===== config.mk =====
export PLATFORM = sky130hd
export DESIGN_NAME = unb_transceiver
export DESIGN_NICKNAME = d
export VERILOG_FILES = /design/src/ubt_pkg.sv /design/src/ubt_transceiver.sv
export VERILOG_INCLUDE_DIRS = /design/src
export SDC_FILE = /design/constraint.sdc
export NUM_CORES = 1
export LEC_CHECK = 0
export BUFFER_PORTS_ARGS = -buffer_cell sky130_fd_sc_hd__buf_4
export CAP_MARGIN = 20
export CORE_MARGIN = 2
export CORE_UTILIZATION = 54
export DETAILED_ROUTE_END_ITERATION = 6
export PLACE_DENSITY_LB_ADDON = 0.12
export SYNTH_ARGS = -nofsm -noshare
export SYNTH_HDL_FRONTEND = slang
export SYNTH_SLANG_ARGS = --single-unit

===== constraint.sdc =====
create_clock -name clk -period 3.6 [get_ports clk]
set_input_delay 0.72 -clock clk [delete_from_list [all_inputs] [get_ports clk]]
set_output_delay 0.72 -clock clk [all_outputs]
set_load 0.05 [all_outputs]

===== src/ubt_regs.svh =====
// constants for the universal bus transceiver data path
// How it works
// - rising clock with enables low stores data
// - no clock edge keeps stored value
// - clock enable high ignores clock edges
// - b-to-a mirrors all five modes
`ifndef UNB_REGS_SVH
`define UNB_REGS_SVH
`define UNB_WIDTH      18
`define UNB_FIFO_DEPTH 8
`define UNB_DATA_RESET 18'h0_0000
`define UNB_OE_RESET   1'b1
`endif


===== src/ubt_pkg.sv =====
// types shared by the transceiver design
`default_nettype none
package unb_pkg;
	typedef struct packed {
		logic output_enable_n;
		logic latch_enable;
		logic clock;
		logic clock_enable_n;
	} unb_ctrl_s;
	typedef enum logic [4:0] {
		UNB_ISOLATE  = 5'b00001,
		UNB_TRANSP   = 5'b00010,
		UNB_CLOCKED  = 5'b00100,
		UNB_HOLD     = 5'b01000,
		UNB_INHIBIT  = 5'b10000
	} unb_mode_e;
endpackage
`default_nettype wire


===== src/ubt_transceiver.sv =====
// transceiver data path: two directions, each with a stored word and a fifo
`timescale 1ns/1ns
`default_nettype none
`include "ubt_regs.svh"

// ------------------------------------------------------------
// word fifo between the loading side and the output register
// ------------------------------------------------------------
module unb_fifo #(
	parameter int WIDTH = 18,
	parameter int DEPTH = 8
) (
	input  wire logic             clk,
	input  wire logic             rstn,
	input  wire logic             in_valid,
	output logic                  in_ready,
	input  wire logic [WIDTH-1:0] in_data,
	output logic                  out_valid,
	input  wire logic             out_ready,
	output logic      [WIDTH-1:0] out_data
);
	localparam int AW = $clog2(DEPTH);

	// ------------------------------------------------------------
	// pointer wrap
	// ------------------------------------------------------------
	// wrap is spelled out so a depth that is not a power of two still works
	function automatic logic [AW-1:0] ptr_step(input logic [AW-1:0] p);
		if (p == AW'(DEPTH - 1)) begin
			return '0;
		end else begin
			return p + 1'b1;
		end
	endfunction

	// ------------------------------------------------------------
	// storage and state
	// ------------------------------------------------------------
	logic [WIDTH-1:0] mem [DEPTH];
	logic [AW-1:0]    wr_ptr;
	logic [AW-1:0]    rd_ptr;
	logic [AW:0]      count;
	logic [AW-1:0]    next_wr_ptr;
	logic [AW-1:0]    next_rd_ptr;
	logic [AW:0]      next_count;
	logic             push;
	logic             pop;

	// ------------------------------------------------------------
	// handshake
	// ------------------------------------------------------------
	// full is the count reaching depth, not the pointers meeting
	assign in_ready  = (count != (AW+1)'(DEPTH));
	assign out_valid = (count != '0);
	assign push      = in_valid && in_ready;
	assign pop       = out_valid && out_ready;
	assign out_data  = mem[rd_ptr];

	// ------------------------------------------------------------
	// next state
	// ------------------------------------------------------------
	always_comb begin
		next_wr_ptr = wr_ptr;
		next_rd_ptr = rd_ptr;
		next_count  = count;
		if (push) begin
			next_wr_ptr = ptr_step(wr_ptr);
		end
		if (pop) begin
			next_rd_ptr = ptr_step(rd_ptr);
		end
		if (push && !pop) begin
			next_count = count + 1'b1;
		end else if (pop && !push) begin
			next_count = count - 1'b1;
		end
	end

	// ------------------------------------------------------------
	// registers
	// ------------------------------------------------------------
	// storage has no reset: only words behind a valid count are read
	always_ff @(posedge clk) begin
		if (push) begin
			mem[wr_ptr] <= in_data;
		end
	end

	always_ff @(posedge clk) begin
		if (!rstn) begin
			wr_ptr <= '0;
			rd_ptr <= '0;
		end else begin
			wr_ptr <= next_wr_ptr;
			rd_ptr <= next_rd_ptr;
		end
	end

	always_ff @(posedge clk) begin
		if (!rstn) begin
			count <= '0;
		end else begin
			count <= next_count;
		end
	end
endmodule

// ------------------------------------------------------------
// two-direction transceiver core
// ------------------------------------------------------------
module unb_transceiver
	import unb_pkg::*;
(
	input  wire logic                   clk,
	input  wire logic                   rstn,
	input  wire unb_ctrl_s              a_to_b_ctrl,
	input  wire unb_ctrl_s              b_to_a_ctrl,
	input  wire logic [`UNB_WIDTH-1:0]  a_in,
	input  wire logic [`UNB_WIDTH-1:0]  b_in,
	output logic      [`UNB_WIDTH-1:0]  a_out,
	output logic                        a_oe_n,
	output logic      [`UNB_WIDTH-1:0]  b_out,
	output logic                        b_oe_n,
	output logic                        a_to_b_ready,
	output logic                        b_to_a_ready,
	output unb_mode_e                   a_to_b_mode,
	output unb_mode_e                   b_to_a_mode
);
	// ------------------------------------------------------------
	// mode decoding
	// ------------------------------------------------------------
	function automatic unb_mode_e decode_mode(input unb_ctrl_s c, input logic rise);
		if (c.output_enable_n) begin
			return UNB_ISOLATE;
		end else if (c.latch_enable) begin
			return UNB_TRANSP;
		end else if (c.clock_enable_n) begin
			return UNB_INHIBIT;
		end else if (rise) begin
			return UNB_CLOCKED;
		end else begin
			return UNB_HOLD;
		end
	endfunction

	// ------------------------------------------------------------
	// direction bundles
	// ------------------------------------------------------------
	// index 0 carries a-to-b, index 1 carries b-to-a
	unb_ctrl_s             ctrl       [2];
	logic [`UNB_WIDTH-1:0] din        [2];
	logic [`UNB_WIDTH-1:0] dout       [2];
	logic                  oe_n       [2];
	logic                  rdy        [2];
	logic                  fifo_ready [2];
	unb_mode_e             mode       [2];

	assign ctrl[0] = a_to_b_ctrl;
	assign ctrl[1] = b_to_a_ctrl;
	assign din[0]  = a_in;
	assign din[1]  = b_in;

	// ------------------------------------------------------------
	// per-direction path
	// ------------------------------------------------------------
	// identical path per direction
	for (genvar d = 0; d < 2; d++) begin : g_dir
		logic                  clk_prev;
		logic                  rise;
		logic                  load;
		logic                  f_valid;
		logic [`UNB_WIDTH-1:0] f_data;

		assign rise    = ctrl[d].clock && !clk_prev;
		assign mode[d] = decode_mode(ctrl[d], rise);
		assign load    = (mode[d] == UNB_CLOCKED) || (mode[d] == UNB_TRANSP);
		// output register drains every cycle, so the fifo never backs up
		assign rdy[d]  = 1'b1;

		// parked high, so a clock resting high after reset is no edge
		always_ff @(posedge clk) begin
			if (!rstn) begin
				clk_prev <= 1'b1;
			end else begin
				clk_prev <= ctrl[d].clock;
			end
		end

		unb_fifo #(
			.WIDTH (`UNB_WIDTH),
			.DEPTH (`UNB_FIFO_DEPTH)
		) u_fifo (
			.clk       (clk),
			.rstn      (rstn),
			.in_valid  (load),
			.in_ready  (fifo_ready[d]),
			.in_data   (din[d]),
			.out_valid (f_valid),
			.out_ready (rdy[d]),
			.out_data  (f_data)
		);

		always_ff @(posedge clk) begin
			if (!rstn) begin
				dout[d] <= `UNB_DATA_RESET;
			end else if (f_valid) begin
				dout[d] <= f_data;
			end
		end

		always_ff @(posedge clk) begin
			if (!rstn) begin
				oe_n[d] <= `UNB_OE_RESET;
			end else begin
				oe_n[d] <= ctrl[d].output_enable_n;
			end
		end
	end

	// ------------------------------------------------------------
	// pin mapping
	// ------------------------------------------------------------
	assign b_out        = dout[0];
	assign b_oe_n       = oe_n[0];
	assign a_out        = dout[1];
	assign a_oe_n       = oe_n[1];
	assign a_to_b_ready = fifo_ready[0];
	assign b_to_a_ready = fifo_ready[1];
	assign a_to_b_mode  = mode[0];
	assign b_to_a_mode  = mode[1];
endmodule
`default_nettype wire


* Yosys cells after proc, flatten, opt, wreduce, memory -nomap -nowiden *
Memory sizes are Yosys's and may differ from the RTL's. A register that Yosys moved wholly into a read port is not among the register bits.
Cells that the tools add are included.

cells by class
  $add $sub $neg = 8
  multipliers = 0
  reduce and logical (&&, ||, !) cells = 20
  eq/ne operators = 10
  multiplexer cells = 36
  $lt $le $gt $ge = 0
  shifts and indexed selects = 0
  bitwise logic cells = 4
  divide/modulo/power cells = 0

operators by type and width
  operator                                                            number
  18-bit two-way mux                                                  2
  5-bit two-way mux                                                   6
  3-bit two-way mux                                                   8
  4-bit two-way mux                                                   6
  1-bit two-way mux                                                   14
  3-bit by 1-bit adder with 3-bit output, second input constant       4
  3-bit == test, second input constant                                4
  5-bit by 2-bit == test with 1-bit output, second input constant     2
  5-bit by 3-bit == test with 1-bit output, second input constant     2
  4-bit by 1-bit adder with 4-bit output, second input constant       2
  1-bit logical AND                                                   8
  4-bit != test, second input constant                                2
  4-bit nonzero test                                                  2
  4-bit by 1-bit subtractor with 4-bit output, second input constant  2
  1-bit logical NOT                                                   6
  1-bit OR                                                            4
  2-bit nonzero test                                                  2
  1-bit logical OR                                                    2

storage, ports and cells
  bits of input ports = 46
  register bits = 22
  memory bits (writable) = 326
  word-level logic and storage cells = 90
  memory bits (read-only) = 0
  memories = 4
  output and inout port bits = 50
  latch bits = 0

memories
  memory               words  width  rd ports  clocked after memory_dff  wr ports  line                    RTL
  g_dir[0].u_fifo.mem  8      18     1         1                         1         ubt_transceiver.sv:39   logic [WIDTH-1:0] mem [DEPTH];
  g_dir[1].u_fifo.mem  8      18     1         1                         1         ubt_transceiver.sv:39
  dout                 2      18     2         0                         2         ubt_transceiver.sv:152  logic [`UNB_WIDTH-1:0] dout [2];
  oe_n                 2      1      2         0                         2         ubt_transceiver.sv:153  logic oe_n [2];

* Longest topological paths before layout *
  depth in word-level cells = 13
  mapped depth = 12

* Modules after synthesis *
From an unflattened synthesis, not the netlist that was laid out.

second synthesis, totals
  cell total of the unflattened synthesis = 671
  area total of the unflattened synthesis = 14,029.7 µm²

modules (own cells, without submodules)
  module           sequential area each (µm²)  area each (µm²)  times used  cells an instance
  unb_fifo         4,584.4                     6,218.5          2           283
  unb_transceiver  1,161.1                     1,592.8          1           105

* Worst setup path before layout *
OpenSTA, ideal clock, no wires.

  path kind = input port to flip-flop
  start point = input port a_to_b_ctrl[0] in the netlist's numbering
  end point = memory g_dir[0].u_fifo.mem[2][0], enable pin
  data arrival time = 3,177 ps
  data required time = 3,154 ps
  stages on the path = 4
  path buffers = 1
  slack = -23 ps
  cells stage by stage = nor3b_1 o211ai_2 buf_6 nor4b_1

between the ends
  longest elaborated chain between the ends = 8
  elaborated cells between the ends (all ways) = 9

ends and longest elaborated chain
  item                                                                                                  line                    RTL
  start: declaration                                                                                    ubt_transceiver.sv:116  input wire unb_ctrl_s a_to_b_ctrl,
  5-bit two-way mux *                                                                                   ubt_transceiver.sv:137  end else if (c.clock_enable_n) begin
  5-bit two-way mux *                                                                                   ubt_transceiver.sv:135  end else if (c.latch_enable) begin
  5-bit two-way mux *                                                                                   ubt_transceiver.sv:133  if (c.output_enable_n) begin
  5-bit by 3-bit == test with 1-bit output or 5-bit by 2-bit == test with 1-bit output (tied branches)  ubt_transceiver.sv:176  assign load = (mode[d] == UNB_CLOCKED) || (mode[d] == UNB_TRANSP);
  1-bit logical OR *                                                                                    ubt_transceiver.sv:176
  1-bit logical AND *                                                                                   ubt_transceiver.sv:55   assign push = in_valid && in_ready;
  1-bit two-way mux *                                                                                   ubt_transceiver.sv:84   if (push) begin
  1-bit two-way mux (not written as such) *                                                             ubt_transceiver.sv:85   mem[wr_ptr] <= in_data;
  end: declaration                                                                                      ubt_transceiver.sv:39

Mark *: on every way between the ends. The rest lies on a longest branch, timed or not.

* Worst setup path after layout *
  start point = register g_dir[0].u_fifo.count[0]
  end point = register g_dir[0].u_fifo.count[3]

between the ends
  longest elaborated chain between the ends = 5
  elaborated cells between the ends (all ways) = 12

ends and longest elaborated chain
  item                                 line                    RTL
  start: declaration                   ubt_transceiver.sv:42   logic [AW:0] count;
  start signal: assignment             ubt_transceiver.sv:103  count <= next_count;
  4-bit != test *                      ubt_transceiver.sv:53   assign in_ready = (count != (AW+1)'(DEPTH));
  1-bit logical AND *                  ubt_transceiver.sv:55
  named net g_dir[0].u_fifo.push       ubt_transceiver.sv:46   logic push;
  1-bit logical NOT                    ubt_transceiver.sv:74   end else if (pop && !push) begin
  1-bit logical AND                    ubt_transceiver.sv:74
  2-bit nonzero test (no source line)  -

Mark *: on every way through the listed nets, which the timed path passes. The rest lies on a longest branch. The select of a mux whose other input is x is not followed.
A chain may end at the register's enable or synchronous reset.

==> flow_summary_export.csv <==
group,metric,value,unit
outcome,status,"finished, final reports clean",
placement,place_area,14800,sq um
routing,vias,6475,
grt,grt_pass1_wl,39900,um
timing,rsz0062_at_grt,"false",
clock_tree,cts_tree,"yes",
timing,finalCriticalPeriod,2.80,ns
setup_path,critPathLaunchType,"flip-flop",
power_and_ir_drop,power_frac_seq,44.3,%
cells_and_area,fin_util,63.8,%
power_and_ir_drop,p_leak,0.00531,uW
clock_tree,clockBufferDepth,3,
clock_tree,cts_max_level,2,
clock_tree,cts_post_setup_buffers_inserted,0,
clock_tree,cts_hold_buffers,0,
power_and_ir_drop,clockPowerShare,30.6,%
cells_and_area,drive_above_1_share,32.2,%
synth,synth_cell_type_count,37,
routing,drt_iter0_markers,350,
floorplan,core.rowCount,58,
cells_and_area,n_antenna_cell,0,
placement,port_buffers,95,
synth,ys.flop_type,"edfxtp_1",
timing,drv_slew,0,
synth,syn_nets,725,
placement,dpl.cell_count,1081,
power_and_ir_drop,finalPower,11700,uW
floorplan,die_area,26500,sq um
power_and_ir_drop,peakVddDrop,0.687,mV
power_and_ir_drop,p_int,8340,uW
setup_path,cp_slowest_cell,"or4b_4",
routing,antenna_left,0,
cells_and_area,area_growth,17.0,%
setup_path,critical_path_required,4.03,ns
timing,finalSetupViolCount,0,
synth,synth-async-reset-ratio,0,%
grt,overflow,0,
hold_path,whs_path_depth,2,
setup_path,cp.depth,10,
synth,yosys-top-cells-count,"324 x edfxtp_1, 72 x mux4_2, 42 x nor2_1",
grt,antenna_found_initial,0,
routing,drc,0,
clock_tree,cts_root_buf,"clkbuf_16",
cells_and_area,final_cell_area,15900,sq um
floorplan,initial_core_util,54.6,%
setup_path,crit_path_cell_trace,"or4b_4 > o211ai_2 > inv_1 > ha_1 > inv_1 > ha_1 > a21oi_1 > a211oi_1 > a31oi_1 > mux2i_1",
grt,grt_max_degree,37,
synth,avgSynthCellArea,20.4,sq um
setup_path,crit_buf_inv,2,
placement,dp_hpwl,14800,um
timing,slew_headroom,32.0,%
setup_path,arrival,3.23,ns
power_and_ir_drop,power_density,736,nW/um^2
timing,max_freq,0.357,GHz
cells_and_area,nets,847,
setup_path,cp-end-kind,"flip-flop",
timing,period_share,77.9,%
timing,skew,0.0165,ns
routing,vias_per_cell,5.67,
floorplan,fp.dieW,163,um
synth,synthTopCellsByArea,"edfxtp_1 71%, mux4_2 12%, dfxtp_1 4.4%, mux2i_1 3.0%, nor2_1 1.2%",
power_and_ir_drop,switching_share,28.8,%
placement,place.gp.congestion,0.715,
synth,yosysMostFrequentCell,"edfxtp_1",
synth,netlist_instances,667,
synth,yosysSeqAreaShare,75.9,%
run,drv_cap,0,
clock_tree,clkTransAtPathRegs,0.06,ns
routing,wl_per_cell,22.7,um
clock_tree,cts_buffers,36,
synth,synth_edf_count,324,
power_and_ir_drop,p_comb_share,25.1,%
setup_path,path_max_fanout,11,
setup_path,worstRegToRegCells,10,
setup_path,critical-path-top-delay-family,"compound AO/OA/AOI/OAI gates",
synth,synth_area_leader_cell,"edfxtp_1",
synth,ys_ff_latch,354,
hold_path,min_path_type,"in -> reg",
setup_path,cpPeakStageDelay,0.59,ns
clock_tree,clock_latency,0.51,ns
routing,drt-total-wl,25900,um
grt,grt_use_total,20.2,%
floorplan,coreArea,25000,sq um
synth,ys_warn_count,0,
synth,synthesis.area,13600,sq um
power_and_ir_drop,switching_power,3380,uW
floorplan,die_y,163,um
setup_path,critPathKind,"reg -> reg",
timing,fin_setup_tns,0,ns
synth,synth_top_area_share,71.4,%
timing,worstMarginPinSlew,1.02,ns
timing,hold_viol_final,0,
grt,grt_pass1_vias,7000,
setup_path,r2r_setup_slack,0.80,ns
floorplan,num_io_pins,96,
cells_and_area,finalNonFillerCells,1141,
routing,dr.pass1.iters,5,
clock_tree,postCtsResizedCells,0,
clock_tree,cts.sinks,354,
cell type report:
class	instances	area, sq um
Tap cell	330	413
Clock inverter	17	179
Clock buffer	43	948
Timing Repair Buffer	119	906
Fill cell	1765	9040
Multi-Input combinational cell	273	3130
Sequential cell	354	10300
Inverter	5	18.8
cells by family after synthesis:
group	share of synthesized area, %
buffers and inverters	1.87
xor gates and xnor gates	0.450
AOI/OAI and AO/OA	1.00
DFF	75.9
muxes	14.9
adders and majority gates	1.10
and+or+nand+nor	4.81
power groups by stage:
stage	Combinational, uW	Sequential, uW	Clock (uW)
global route	3150	5240	3830
finish	2950	5190	3590
global placement	2910	5260	0
CTS	3000	5200	3680
detailed placement	2980	5280	0
floorplan	1840	5670	0
worst paths after layout:
check / startpoint / to
max: g_dir[0].u_fifo.count[0] / g_dir[0].u_fifo.count[3]
min: b_to_a_ctrl[1] / g_dir[1].clk_prev
max reg2reg: g_dir[0].u_fifo.count[0] / g_dir[0].u_fifo.count[3]
min reg2reg: g_dir[0].u_fifo.count[3] / g_dir[0].u_fifo.count[3]
sequential cells by signal (all words and copies together) (netlist names), named ones only:
name / cells
dout: 36
g_dir.clk_prev: 2
g_dir.u_fifo.count: 8
g_dir.u_fifo.mem: 288
g_dir.u_fifo.rd_ptr: 6
g_dir.u_fifo.wr_ptr: 6
oe_n: 2
cells in the final DEF (no fill, tap or decap), types with 3 or more instances in the layout:
cell | Yosys | routed
clkinv_2 | 0 | 5
xnor2_1 | 3 | 3
o21ai_0 | 13 | 13
clkinv_1 | 0 | 7
nor3b_2 | 0 | 4
nor2_1 | 42 | 42
dfxtp_1 | 30 | 28
clkbuf_16 | 0 | 37
nand3_1 | 7 | 7
nand2_1 | 15 | 15
and2_1 | 6 | 6
nand2b_1 | 5 | 5
mux2i_1 | 41 | 41
clkbuf_1 | 1 | 6
nor2b_1 | 10 | 10
bufinv_16 | 0 | 4
edfxtp_1 | 324 | 324
ha_1 | 12 | 12
nor3b_1 | 8 | 4
mux4_2 | 72 | 72
nor3_2 | 0 | 4
inv_1 | 5 | 5
a21oi_1 | 5 | 5
buf_4 | 10 | 118
xor2_1 | 4 | 4
routing by layer:
metal	part of all wire, %	vias to the layer above	GRT usage, %
li1	-	2929	-
met3	4.5	40	3.82
met2	54	135	37.0
met5	0	-	0
met1	39	3371	24.4
met4	2.1	0	5.63
per-stage QoR:
stage	hold slack (ns)	setup WS, ns
after global routing	0.411	0.599
after detailed placement	0.526	0.560
final	0.421	0.796
after global placement	0.496	0.774
after floorplan	0.485	0.0954
after CTS	0.406	0.796
(Power assumes the default switching activity.)
